===== src/hdl/mah_pkg.sv =====
package mah_pkg;
    // Frame constants
    localparam logic [7:0] START_BYTE = 8'h02;
    localparam logic [15:0] FRAME_TYPE = 16'h0002;
    localparam logic [7:0] CMD_CPL = 8'h01;
    localparam logic [7:0] CMD_START = 8'h02;
    localparam logic [7:0] CMD_INQ = 8'h03;
    localparam logic [7:0] RSP_CPL = 8'h81;
    localparam logic [7:0] RSP_START = 8'h82;
    localparam logic [7:0] RSP_INQ = 8'h83;
    localparam logic [15:0] LEN_RESULT = 16'h0002;
    localparam logic [15:0] LEN_OBJ_ID = 16'h0001;
    localparam logic [15:0] RES_OK = 16'h0000;
    localparam logic [15:0] RES_NET_DOWN = 16'h0001;
    localparam logic [15:0] RES_INVALID = 16'h0011;
    localparam logic [7:0] FN_NOT_IMPL = 8'h00;
    localparam logic [7:0] FIRST_OBJ_ID = 8'h01;
    localparam logic [7:0] OBJ_COUNT_ONE = 8'h01;
    localparam logic [7:0] FCC_INIT = 8'h00;
    // Per-object answer: result, count, id pair, class, length, inquiry data
    localparam int INQ_DATA_MIN = 194;
    localparam logic [15:0] RSP_INQ_MIN_LEN = 16'(2 + 1 + 2 + 3 + 2 + INQ_DATA_MIN);
    // Transmit byte positions
    localparam logic [3:0] TX_IDX_STX = 4'h0;
    localparam logic [3:0] TX_IDX_FT_HI = 4'h1;
    localparam logic [3:0] TX_IDX_FT_LO = 4'h2;
    localparam logic [3:0] TX_IDX_CN = 4'h3;
    localparam logic [3:0] TX_IDX_FN = 4'h4;
    localparam logic [3:0] TX_IDX_DL_HI = 4'h5;
    localparam logic [3:0] TX_IDX_DL_LO = 4'h6;
    localparam logic [3:0] TX_IDX_PAY0 = 4'h7;
    // Receive positions
    localparam logic [15:0] RX_HDR_LAST = 16'h0005;
    localparam logic [15:0] RX_PAY_KEEP = 16'h0005;
    localparam int RX_HDR_BYTES = 6;
    localparam int RX_PAY_BYTES = 5;

    typedef enum logic [3:0] {
        S_IDLE = 4'h0, S_INQ_SEND = 4'h1, S_INQ_WAIT = 4'h2, S_WAIT_INFO = 4'h3,
        S_CPL_SEND = 4'h4, S_CPL_WAIT = 4'h5, S_BUILD = 4'h6, S_START_SEND = 4'h7,
        S_START_WAIT = 4'h8, S_NORMAL = 4'h9, S_ERROR = 4'ha
    } mah_seq_t;

    typedef enum logic [1:0] {
        R_IDLE = 2'h0, R_HDR = 2'h1, R_PAY = 2'h2, R_FCC = 2'h3
    } mah_rx_t;

    // Running check code over frame_type through payload
    function automatic logic [7:0] mah_fcc_step(input logic [7:0] acc, input logic [7:0] b);
        return acc ^ b;
    endfunction
endpackage


===== src/hdl/mah_rx_if.sv =====
`timescale 1ns/1ps
`default_nettype none
interface mah_rx_if;
    logic frame_ok;
    logic frame_bad;
    logic [15:0] frame_type;
    logic [7:0] command_code;
    logic [7:0] function_byte;
    logic [15:0] payload_length;
    logic [15:0] result;
    logic [7:0] obj_count;
    logic [7:0] obj_num;
    logic [7:0] obj_total;
    modport rx (output frame_ok, frame_bad, frame_type, command_code, function_byte,
        payload_length, result, obj_count, obj_num, obj_total);
    modport seq (input frame_ok, frame_bad, frame_type, command_code, function_byte,
        payload_length, result, obj_count, obj_num, obj_total);
endinterface
`default_nettype wire


===== src/hdl/mah_rx_frame.sv =====
`timescale 1ns/1ps
`default_nettype none
module mah_rx_frame (
    input wire logic clock,
    input wire logic reset,
    input wire logic [7:0] rx_data,
    input wire logic rx_valid,
    mah_rx_if.rx fr
);
    import mah_pkg::*;

    mah_rx_t st_q, st_d;
    logic [15:0] cnt_q, cnt_d;
    logic [7:0] fcc_q, fcc_d;
    logic [7:0] hdr_q [RX_HDR_BYTES];
    logic [7:0] hdr_d [RX_HDR_BYTES];
    logic [7:0] pay_q [RX_PAY_BYTES];
    logic [7:0] pay_d [RX_PAY_BYTES];
    logic ok_q, ok_d, bad_q, bad_d;
    logic [15:0] len;

    assign len = {hdr_q[4], hdr_q[5]};

    always_comb begin
        st_d = st_q;
        cnt_d = cnt_q;
        fcc_d = fcc_q;
        hdr_d = hdr_q;
        pay_d = pay_q;
        ok_d = 1'b0;
        bad_d = 1'b0;
        if (rx_valid) begin
            case (st_q)
                R_IDLE: begin
                    if (rx_data == START_BYTE) begin
                        st_d = R_HDR;
                        cnt_d = '0;
                        fcc_d = FCC_INIT;
                    end
                end
                R_HDR: begin
                    hdr_d[cnt_q[2:0]] = rx_data;
                    fcc_d = mah_fcc_step(fcc_q, rx_data);
                    cnt_d = cnt_q + 16'h0001;
                    if (cnt_q == RX_HDR_LAST) begin
                        cnt_d = '0;
                        st_d = ({hdr_q[4], rx_data} == '0) ? R_FCC : R_PAY;
                    end
                end
                R_PAY: begin
                    if (cnt_q < RX_PAY_KEEP) begin
                        pay_d[cnt_q[2:0]] = rx_data;
                    end
                    fcc_d = mah_fcc_step(fcc_q, rx_data);
                    cnt_d = cnt_q + 16'h0001;
                    if (cnt_d == len) begin
                        st_d = R_FCC;
                    end
                end
                R_FCC: begin
                    st_d = R_IDLE;
                    // Failed check drops the frame
                    if (rx_data == fcc_q && {hdr_q[0], hdr_q[1]} == FRAME_TYPE) begin
                        ok_d = 1'b1;
                    end else begin
                        bad_d = 1'b1;
                    end
                end
                default: st_d = R_IDLE;
            endcase
        end
    end

    always_ff @(posedge clock or posedge reset) begin
        if (reset) begin
            st_q <= R_IDLE;
            cnt_q <= '0;
            fcc_q <= FCC_INIT;
            ok_q <= 1'b0;
            bad_q <= 1'b0;
            for (int i = 0; i < RX_HDR_BYTES; i++) hdr_q[i] <= 8'h00;
            for (int i = 0; i < RX_PAY_BYTES; i++) pay_q[i] <= 8'h00;
        end else begin
            st_q <= st_d;
            cnt_q <= cnt_d;
            fcc_q <= fcc_d;
            ok_q <= ok_d;
            bad_q <= bad_d;
            hdr_q <= hdr_d;
            pay_q <= pay_d;
        end
    end

    assign fr.frame_ok = ok_q;
    assign fr.frame_bad = bad_q;
    assign fr.frame_type = {hdr_q[0], hdr_q[1]};
    assign fr.command_code = hdr_q[2];
    assign fr.function_byte = hdr_q[3];
    assign fr.payload_length = len;
    assign fr.result = {pay_q[0], pay_q[1]};
    assign fr.obj_count = pay_q[2];
    assign fr.obj_num = pay_q[3];
    assign fr.obj_total = pay_q[4];
endmodule // mah_rx_frame
`default_nettype wire


===== src/hdl/mah_init_seq.sv =====
`timescale 1ns/1ps
`default_nettype none
module mah_init_seq (
    input wire logic clock,
    input wire logic reset,
    input wire logic start,
    input wire logic have_objects,
    input wire logic all_info_ready,
    input wire logic inquiry_faulty,
    input wire logic node_profile_done,
    input wire logic construct_ok,
    input wire logic construct_fail,
    input wire logic [7:0] function_byte,
    input wire logic [7:0] rx_data,
    input wire logic rx_valid,
    input wire logic tx_ready,
    output logic [7:0] tx_data,
    output logic tx_valid,
    output var mah_pkg::mah_seq_t seq_state,
    output logic normal_op,
    output logic error_stop,
    output logic [7:0] object_id,
    output logic object_rsp
);
    import mah_pkg::*;

    mah_seq_t state_q, state_d;
    logic [3:0] idx_q, idx_d;
    logic [7:0] fcc_q, fcc_d, txd_q, txd_d, id_q, id_d, fn_q, fn_d;
    logic txv_q, txv_d, faulty_q, faulty_d, fail_q, fail_d, np_q, np_d;
    logic normal_q, err_q, rsp_q, rsp_d;
    logic [7:0] cmd, p0, p1;
    logic [15:0] len, res;
    logic sending, taken, last, done, echo;
    logic rsp_cpl, rsp_start, rsp_inq, inq_good;

    mah_rx_if rxi ();

    mah_rx_frame u_rx (
        .clock(clock),
        .reset(reset),
        .rx_data(rx_data),
        .rx_valid(rx_valid),
        .fr(rxi.rx)
    );

    function automatic logic [7:0] frame_byte(input logic [3:0] i, input logic lst,
        input logic [7:0] c, input logic [7:0] f, input logic [15:0] l,
        input logic [7:0] a, input logic [7:0] b, input logic [7:0] k);
        if (lst) return k;
        case (i)
            TX_IDX_STX: return START_BYTE;
            TX_IDX_FT_HI: return FRAME_TYPE[15:8];
            TX_IDX_FT_LO: return FRAME_TYPE[7:0];
            TX_IDX_CN: return c;
            TX_IDX_FN: return f;
            TX_IDX_DL_HI: return l[15:8];
            TX_IDX_DL_LO: return l[7:0];
            TX_IDX_PAY0: return a;
            default: return b;
        endcase
    endfunction

    // Frame contents per sending state
    assign res = (state_q == S_START_SEND) ? (fail_q ? RES_INVALID : RES_OK)
        : (faulty_q ? RES_INVALID : RES_OK);
    assign cmd = (state_q == S_INQ_SEND) ? CMD_INQ
        : (state_q == S_START_SEND) ? CMD_START : CMD_CPL;
    assign len = (state_q == S_INQ_SEND) ? LEN_OBJ_ID : LEN_RESULT;
    assign p0 = (state_q == S_INQ_SEND) ? id_q : res[15:8];
    assign p1 = res[7:0];

    assign sending = state_q == S_INQ_SEND || state_q == S_CPL_SEND
        || state_q == S_START_SEND;
    assign taken = txv_q && tx_ready;
    assign last = idx_q == 4'(TX_IDX_PAY0 + len[3:0]);
    assign done = taken && last;

    // Answer must echo function byte or report it unimplemented
    assign echo = rxi.frame_ok
        && (rxi.function_byte == fn_q || rxi.function_byte == FN_NOT_IMPL);
    assign rsp_cpl = echo && rxi.command_code == RSP_CPL;
    assign rsp_start = echo && rxi.command_code == RSP_START;
    assign rsp_inq = echo && rxi.command_code == RSP_INQ;
    // Sanity of per-object answer; fixed-size maps give a fixed minimum
    assign inq_good = (rxi.result == RES_OK || rxi.result == RES_NET_DOWN)
        && rxi.obj_count == OBJ_COUNT_ONE
        && rxi.obj_num == id_q && rxi.obj_total >= id_q
        && rxi.payload_length >= RSP_INQ_MIN_LEN;

    always_comb begin
        state_d = state_q;
        idx_d = idx_q;
        fcc_d = fcc_q;
        txd_d = txd_q;
        txv_d = txv_q;
        id_d = id_q;
        fn_d = fn_q;
        faulty_d = faulty_q;
        fail_d = fail_q;
        np_d = np_q | node_profile_done;
        rsp_d = 1'b0;
        if (sending) begin
            if (!txv_q) begin
                txv_d = 1'b1;
                txd_d = frame_byte(idx_q, last, cmd, fn_q, len, p0, p1, fcc_q);
            end else if (taken) begin
                txv_d = 1'b0;
                idx_d = idx_q + 4'h1;
                if (idx_q != TX_IDX_STX) begin
                    fcc_d = mah_fcc_step(fcc_q, txd_q);
                end
                if (last) begin
                    idx_d = TX_IDX_STX;
                    fcc_d = FCC_INIT;
                end
            end
            if (!txv_q && idx_q == TX_IDX_STX) begin
                fn_d = function_byte;
            end
        end
        if (state_q != S_CPL_SEND && inquiry_faulty) begin
            faulty_d = 1'b1;
        end
        case (state_q)
            S_IDLE, S_ERROR: begin
                if (start) begin
                    faulty_d = 1'b0;
                    fail_d = 1'b0;
                    np_d = node_profile_done;
                    id_d = FIRST_OBJ_ID;
                    // Per-object exchange when no object is held inside
                    state_d = have_objects ? S_WAIT_INFO : S_INQ_SEND;
                end
            end
            S_INQ_SEND: if (done) state_d = S_INQ_WAIT;
            S_INQ_WAIT: begin
                if (rsp_inq) begin
                    rsp_d = inq_good;
                    if (!inq_good) begin
                        faulty_d = 1'b1;
                        state_d = S_CPL_SEND;
                    end else if (id_q == rxi.obj_total) begin
                        state_d = S_CPL_SEND;
                    end else begin
                        id_d = id_q + 8'h01;
                        state_d = S_INQ_SEND;
                    end
                end
            end
            S_WAIT_INFO: if (all_info_ready || faulty_q) state_d = S_CPL_SEND;
            S_CPL_SEND: if (done) state_d = faulty_q ? S_ERROR : S_CPL_WAIT;
            S_CPL_WAIT: begin
                if (rsp_cpl) begin
                    state_d = (rxi.result == RES_OK) ? S_BUILD : S_ERROR;
                end
            end
            S_BUILD: begin
                if (np_q && construct_fail) begin
                    fail_d = 1'b1;
                    state_d = S_START_SEND;
                end else if (np_q && construct_ok) begin
                    state_d = S_START_SEND;
                end
            end
            S_START_SEND: if (done) state_d = fail_q ? S_ERROR : S_START_WAIT;
            S_START_WAIT: begin
                if (rsp_start) begin
                    state_d = (rxi.result == RES_OK) ? S_NORMAL : S_ERROR;
                end
            end
            S_NORMAL: state_d = S_NORMAL;
            default: state_d = S_ERROR;
        endcase
    end

    always_ff @(posedge clock or posedge reset) begin
        if (reset) begin
            state_q <= S_IDLE;
            idx_q <= TX_IDX_STX;
            fcc_q <= FCC_INIT;
            txd_q <= 8'h00;
            txv_q <= 1'b0;
            id_q <= FIRST_OBJ_ID;
            fn_q <= FN_NOT_IMPL;
            faulty_q <= 1'b0;
            fail_q <= 1'b0;
            np_q <= 1'b0;
            normal_q <= 1'b0;
            err_q <= 1'b0;
            rsp_q <= 1'b0;
        end else begin
            state_q <= state_d;
            idx_q <= idx_d;
            fcc_q <= fcc_d;
            txd_q <= txd_d;
            txv_q <= txv_d;
            id_q <= id_d;
            fn_q <= fn_d;
            faulty_q <= faulty_d;
            fail_q <= fail_d;
            np_q <= np_d;
            normal_q <= state_d == S_NORMAL;
            err_q <= state_d == S_ERROR;
            rsp_q <= rsp_d;
        end
    end

    assign tx_data = txd_q;
    assign tx_valid = txv_q;
    assign seq_state = state_q;
    assign normal_op = normal_q;
    assign error_stop = err_q;
    assign object_id = id_q;
    assign object_rsp = rsp_q;
endmodule // mah_init_seq
`default_nettype wire


===== config.mk =====
export PLATFORM = sky130hd
export DESIGN_NAME = mah_init_seq
export DESIGN_NICKNAME = d
export VERILOG_FILES = /design/src/hdl/mah_pkg.sv /design/src/hdl/mah_rx_if.sv /design/src/hdl/mah_rx_frame.sv /design/src/hdl/mah_init_seq.sv
export SDC_FILE = /design/constraint.sdc
export NUM_CORES = 1
export LEC_CHECK = 0
export BUFFER_PORTS_ARGS = -buffer_cell sky130_fd_sc_hd__buf_2
export CAP_MARGIN = 0
export CORE_ASPECT_RATIO = 1.5
export CORE_UTILIZATION = 55
export DETAILED_ROUTE_END_ITERATION = 7
export GPL_TIMING_DRIVEN = 0
export PLACE_DENSITY = 0.73
export SLEW_MARGIN = 20
export SYNTH_ARGS = -nofsm -noshare
export SYNTH_HDL_FRONTEND = slang
export SYNTH_SLANG_ARGS = --single-unit

===== constraint.sdc =====
create_clock -name clock -period 9.4 [get_ports clock]
set_clock_uncertainty 0.15 [all_clocks]
set_input_delay 0.47 -clock clock [delete_from_list [all_inputs] [get_ports clock]]
set_output_delay 0.47 -clock clock [all_outputs]
set_load 0.05 [all_outputs]

After elaboration in Yosys (flattened, before gate mapping)
Cells that the tools add are included.
{"block": "classes", "addsub": 4, "multipliers": 0, "div_mod_pow": 0, "n_lt_le_gt_ge": 5, "n_eq_ne": 45, "shift": 0, "mux": 70, "bitwise_logic": 5, "n_reduce_logical": 48}
{"op": "$mux 8", "count": 11}
{"op": "$pmux 8 s7", "count": 1}
{"op": "$mux 4", "count": 13}
{"op": "$bwmux 48", "count": 1}
{"op": "$pmux 16 s3", "count": 1}
{"op": "$bwmux 40", "count": 1}
{"op": "$pmux 4 s10", "count": 1}
{"op": "$eq 4x3->1 const B", "count": 8}
{"op": "$eq 8x8->1", "count": 4}
{"op": "$logic_not 16->1", "count": 2}
{"op": "$mux 16", "count": 2}
{"op": "$pmux 8 s2", "count": 2}
{"op": "$demux 8 s3", "count": 1}
{"op": "$eq 8x8->1 const B", "count": 3}
{"op": "$eq 4x4->1 const B", "count": 5}
{"op": "$mux 1", "count": 19}
{"op": "$mux 2", "count": 9}
{"op": "$add 16x1->16 const B", "count": 1}
{"op": "$eq 16x1->1 const B", "count": 1}
{"op": "$eq 16x16->1", "count": 1}
{"op": "$eq 16x2->1 const B", "count": 1}
{"op": "$eq 16x3->1 const B", "count": 1}
{"op": "$eq 4x2->1 const B", "count": 4}
{"op": "$ge 16x8->1 const B", "count": 1}
{"op": "38 further kinds", "count": 83}
{"block": "totals", "ff_bits": 162, "latch_bits": 0, "mem_bits_rw": 0, "mem_bits_ro": 0, "word_cells": 205, "mem_count": 0}

Longest topological paths before layout
{"block": "logic_depth", "ltp_word": 10, "mapped_depth": 11, "depth_no_buf": 9}

By module
Synthesis repeated with hierarchy kept, for this count alone.
{"block": "unflattened", "cells_unflattened": 831, "area_unflattened_um2": 8775.9}
{"mod": "mah_rx_frame", "n_inst": 1, "cells_each": 471, "area_each_um2": 5589.1, "seq_area_each_um2": 2902.8}
{"mod": "mah_init_seq", "n_inst": 1, "cells_each": 360, "area_each_um2": 3186.8, "seq_area_each_um2": 1177.4}

Worst setup path after synthesis
Ideal clock, no wire load.
{"block": "synth_timing", "kind": "register to register", "start": "register id_q[2] (netlist: object_id[2])", "end": "register id_q[3] (netlist: object_id[3])", "t_arrival_ns": 2.827, "t_required_ns": 9.172, "path_slack_ns": 6.346, "path_stages_with_launch": 10, "path_buffers": 2, "path_cell_list": "dfrtp_1 -> clkbuf_1 -> inv_1 -> ha_1 -> a211oi_1 -> o31a_1 -> or4b_1 -> buf_2 -> or4_1 -> a21oi_1"}
{"block": "synth_via", "elab_chain_cells": 6, "word_cells_on_any_way": 14, "classes_between": "1 x add/sub; 1 x order compare; 4 x eq/ne; 4 x mux; 4 x reduce/logical"}
{"item": "start: declaration", "line_no": "mah_init_seq.sv:29", "text": "logic [7:0] fcc_q, fcc_d, txd_q, txd_d, id_q, id_d, fn_q, fn_d;"}
{"item": "start signal: assignment", "line_no": "mah_init_seq.sv:198", "text": "id_q <= id_d;"}
{"item": "branches (longest 6 deep; another with $add 8x1->8)"}
Several ways; the timed one is not identified. The select of a mux whose other input is x is not followed.
A chain may end at the register's enable or synchronous reset.

Worst setup path after layout
{"block": "layout_timing", "start": "register state_q[3] (netlist: seq_state[3])", "end": "register state_q[0] (netlist: seq_state[0])"}
{"block": "layout_via", "elab_chain_cells": 7, "word_cells_on_any_way": 20, "classes_between": "1 x add/sub; 11 x eq/ne; 5 x mux; 3 x reduce/logical"}
{"item": "start: declaration", "line_no": "mah_init_seq.sv:27", "text": "mah_seq_t state_q, state_d;"}
{"item": "start signal: assignment", "line_no": "mah_init_seq.sv:193", "text": "state_q <= state_d;"}
{"item": "$eq 4x1->1", "line_no": "mah_init_seq.sv:69, mah_init_seq.sv:125"}
{"item": "$mux 2", "line_no": "mah_init_seq.sv:69", "text": "assign len = (state_q == S_INQ_SEND) ? LEN_OBJ_ID : LEN_RESULT;"}
{"item": "$add 3x2->4", "line_no": "mah_init_seq.sv:76", "text": "assign last = idx_q == 4'(TX_IDX_PAY0 + len[3:0]);"}
{"item": "$eq 4x4->1", "line_no": "mah_init_seq.sv:76"}
{"item": "$logic_and 1x1->1", "line_no": "mah_init_seq.sv:77", "text": "assign done = taken && last;"}
{"item": "$mux 4 (on tied branches)", "line_no": "mah_init_seq.sv:166, mah_init_seq.sv:136, mah_init_seq.sv:152"}
{"item": "$pmux 4 s10 (*)", "line_no": "mah_init_seq.sv:125", "text": "case (state_q)"}
{"item": "named net state_d[0]", "line_no": "mah_init_seq.sv:27"}
Mark *: on every way through the listed nets, which the timed path passes. The rest lies on a longest branch.

==> results.md <==
- RSZ-0062 raised after global routing: no
- Synth Flop Type: dfrtp_1
- Die W: 103 um
- Longest Clk Path Bufs: 2
- Hold Crit Start: node_profile_done
- Crit Path Category: flip-flop to flip-flop
- Synthesized net count: ~850
- Final slew viol count: 0
- Clock transition at path regs: 60 ps
- Top-area cell type share of the netlist area: 47.8%
- Final Setup Violations: 0
- Pin count of the biggest net entering global routing: approximately 110
- GRT met3 Usage: 5.86%
- Setup_tns: 0 ps
- Post-route cell area: 9590 um^2
- DRT iter0 DRCs: between 300 and 400
- Initial Util: roughly 56%
- Post-route DRC: 0
- Critical path's slowest cell: nor3_1
- Max-Cap Viols: 0
- EDFF count, synth: 0
- Post-synthesis sequential area ratio: 48.1%
- Rows: 55
- Ranking of synthesized cells by area: dfrtp_1, mux2_2, xnor2_1
- Die Ht: 154 um
- CTS H-tree depth: 4
- CP endpoint: seq_state[0]
- GRT Resource Usage Total: 28.9%
- Critical Path, Cell by Cell: clkbuf_1 -> nor4b_4 -> xnor2_1 -> nor3_1 -> or2_2 -> a21oi_1 -> a2111oi_0 -> o21ai_0
- Post-Synthesis Cells: between 800 and 900
- F_max: 305 MHz
- Non-filler cells, final: between 1k and 1.5k
- Post-detail-place hpwl: 15,100 um
- Synthesis Warnings: 0
- RR Startpoint: seq_state[3]
- Crit path capture type: flip-flop
- Met1 usage: 32.1%
- Vias in the first global route: between 6k and 7k
- Worst skew pair latency: 440 ps
- Leading area contributor after synthesis: dfrtp_1
- Req. time, crit path: roughly 9500 ps
- Placed instance area: approximately 9000 um^2
- CP max stage delay: 710 ps
- Hold Crit Class: input pin to flip-flop
- Synth cell types: 59
- Placed insts: about 1.1k
- Worst VDD drop: 149 uV
- Max transition margin: 36.4%
- CTS Buf Count: 17
- Routed Antenna Nets: 0
- Synthesized area per cell: 10.5 um^2
- Pwr dens: 296 nW/um^2
- Die area: 15,800 um^2
- DR vias: 6,627
- Routed WL: 20,900 um
- Core Area: approximately 15,000 um^2
- Ports: 51
- Worst slew pin tran: between 900 and 1000 ps
- P&R area growth vs syn: 13.8%
- Async set-reset flop share out of synthesis: 100%
- Clk root buf: clkbuf_16
- DR vias/cell: 6.09
- Worst R2R End: seq_state[0]
- Crit path max fanout: 10
- Pre-antenna DRT Iters: 7
- CTS tree: done
- Reg2reg path depth: 8
- Launch point of the worst path: seq_state[3]
- # clock sinks: approximately 160
- WL per Instance: ~19 um
- Layout cell share with drive strength beyond 1: 22.0%
- Tot Pwr: 2.84 mW
- Leakage: between 4 and 5 nW
- Post-CTS resize count: 0
- Port-buffer cells: 50
- Grt ovf: 0
- Flop2flop setup slack: 6120 ps
- Initial antenna violation count: 1
- Fin crit share: 34.8%
- Top Usage Layer GRT: met2
- Hold-fix buffers at CTS: 1
- Nets: 924
- First-pass GRT wire length: 34,700 um
- Outcome: finished, final reports clean
- Nature of the critical path startpoint: flip-flop
- Min Tclk post-route: approximately 3300 ps
- # diodes: 0
- Met2 global-route usage: between 50% and 60%
- Setup Buffers After CTS: 0
- WP data arrival: 3420 ps
- Post-synthesis register bit count: 162
- Post-Syn Area: around 8400 um^2
- Final hold vios: 0
- GP Congestion: 0.878
[placed cells by master, fill, tap and decap left out, drive strengths merged, types with 3 or more instances in the layout]
cell        n
or4         3
o41ai       3
ha         21
o31ai       9
a21o        6
a222oi      6
nand2b      8
a31oi       3
nand2      52
nor2b       7
nand3b      6
and3        4
or3         8
or2         3
a211oi      4
nor4b       3
nand4      18
dfrtp     161
inv        26
and2        3
o21ai      58
o31a        3
clkbuf     57
buf        52
nor4       20
a21oi      30
nor3b       3
and4        4
clkinvlp    4
xnor2      43
o211ai      3
nand3      32
clkinv      4
xor2       21
mux2       98
nor3       14
nor2       66
[per-stage QoR]
stage	hold slack (ps)	setup slack, ps	utilization, %
2_1_floorplan	299	4410	-
3_3_place_gp	314	2890	59.5
3_5_place_dp	332	6090	59.8
4_1_cts	50.8	6210	63.9
5_1_grt	63.5	5860	63.9
6_report	56.4	6120	63.9
[state kept, by name (all words and copies together), names as in the netlist, 2 cells and up]
| register | flops |
|---|---|
| u_rx.fr.command_code | 8 |
| u_rx.st_q | 2 |
| u_rx.fr.obj_total | 8 |
| u_rx.fr.function_byte | 8 |
| u_rx.cnt_q | 16 |
| u_rx.fr.result | 16 |
| u_rx.fr.payload_length | 16 |
| fcc_q | 8 |
| idx_q | 4 |
| u_rx.fr.obj_count | 8 |
| object_id | 8 |
| u_rx.fr.obj_num | 8 |
| fn_q | 8 |
| seq_state | 4 |
| u_rx.fr.frame_type | 16 |
| tx_data | 8 |
| u_rx.fcc_q | 8 |
[cell type report]
class	instances	area, um^2
sequential	162	4060
clock buffer	19	443
clock inverter	13	153
multi-input combinational	581	4160
inverter	23	93.8
tap	199	249
buffer	39	148
timing repair buffer	52	288
fill	1213	5410
[critical path: cells and delay by family (launching register included)]
| kind | cells | cell delay [ps] |
|---|---|---|
| xor+xnor | 1 | 170 |
| compound gates | 3 | 630 |
| buf+inv | 1 | 260 |
| flops | 1 | 370 |
| simple gates | 3 | 1550 |
[where the power goes]
part	leakage (nW)	internal [mW]	switching (mW)
combinational	1.85	0.408	0.645
clock	0.280	0.403	0.297
sequential	2.10	0.912	0.170
total	4.23	1.72	1.11
[cell families after synthesis]
family                   share of synthesized area (%)
AND/OR/NAND/NOR                                   15.9
flip-flops                                        48.1
AO/OA/AOI/OAI                                     10.2
multiplexers                                      13.2
XOR/XNOR                                          6.65
buffers and inverters                             2.78
adder cells (fa/ha/maj)                           3.24
[worst min path at each step]
stage / endpoint / slack (ps) / cells after the start
6_report: np_q / 60 / 2
3_3_place_gp: np_q / 310 / 1
3_5_place_dp: np_q / 330 / 1
5_1_grt: np_q / 60 / 2
4_1_cts: np_q / 50 / 2
2_1_floorplan: np_q / 300 / 1
[per-layer routing]
layer  part of all wire [%]  vias to the layer above
met4                    3.6                        0
met1                     38                     3288
met5                      0                        -
li1                       -                     3057
met3                    4.6                       60
met2                     54                      222
[Yosys cell counts (all sizes together), types with 6 or more instances]
library cell    n
nor2           66
ha             21
dfrtp         161
nor4           20
mux2           98
a21o            6
nor3           14
xor2           21
nor2b           7
inv            22
nand2b          8
nand3b          6
clkbuf         38
nand3          32
or3             8
a222oi          6
a21oi          30
o31ai           9
nand2          52
xnor2          43
nand4          18
o21ai          58
No activity file was read; power rests on OpenSTA's default activity.
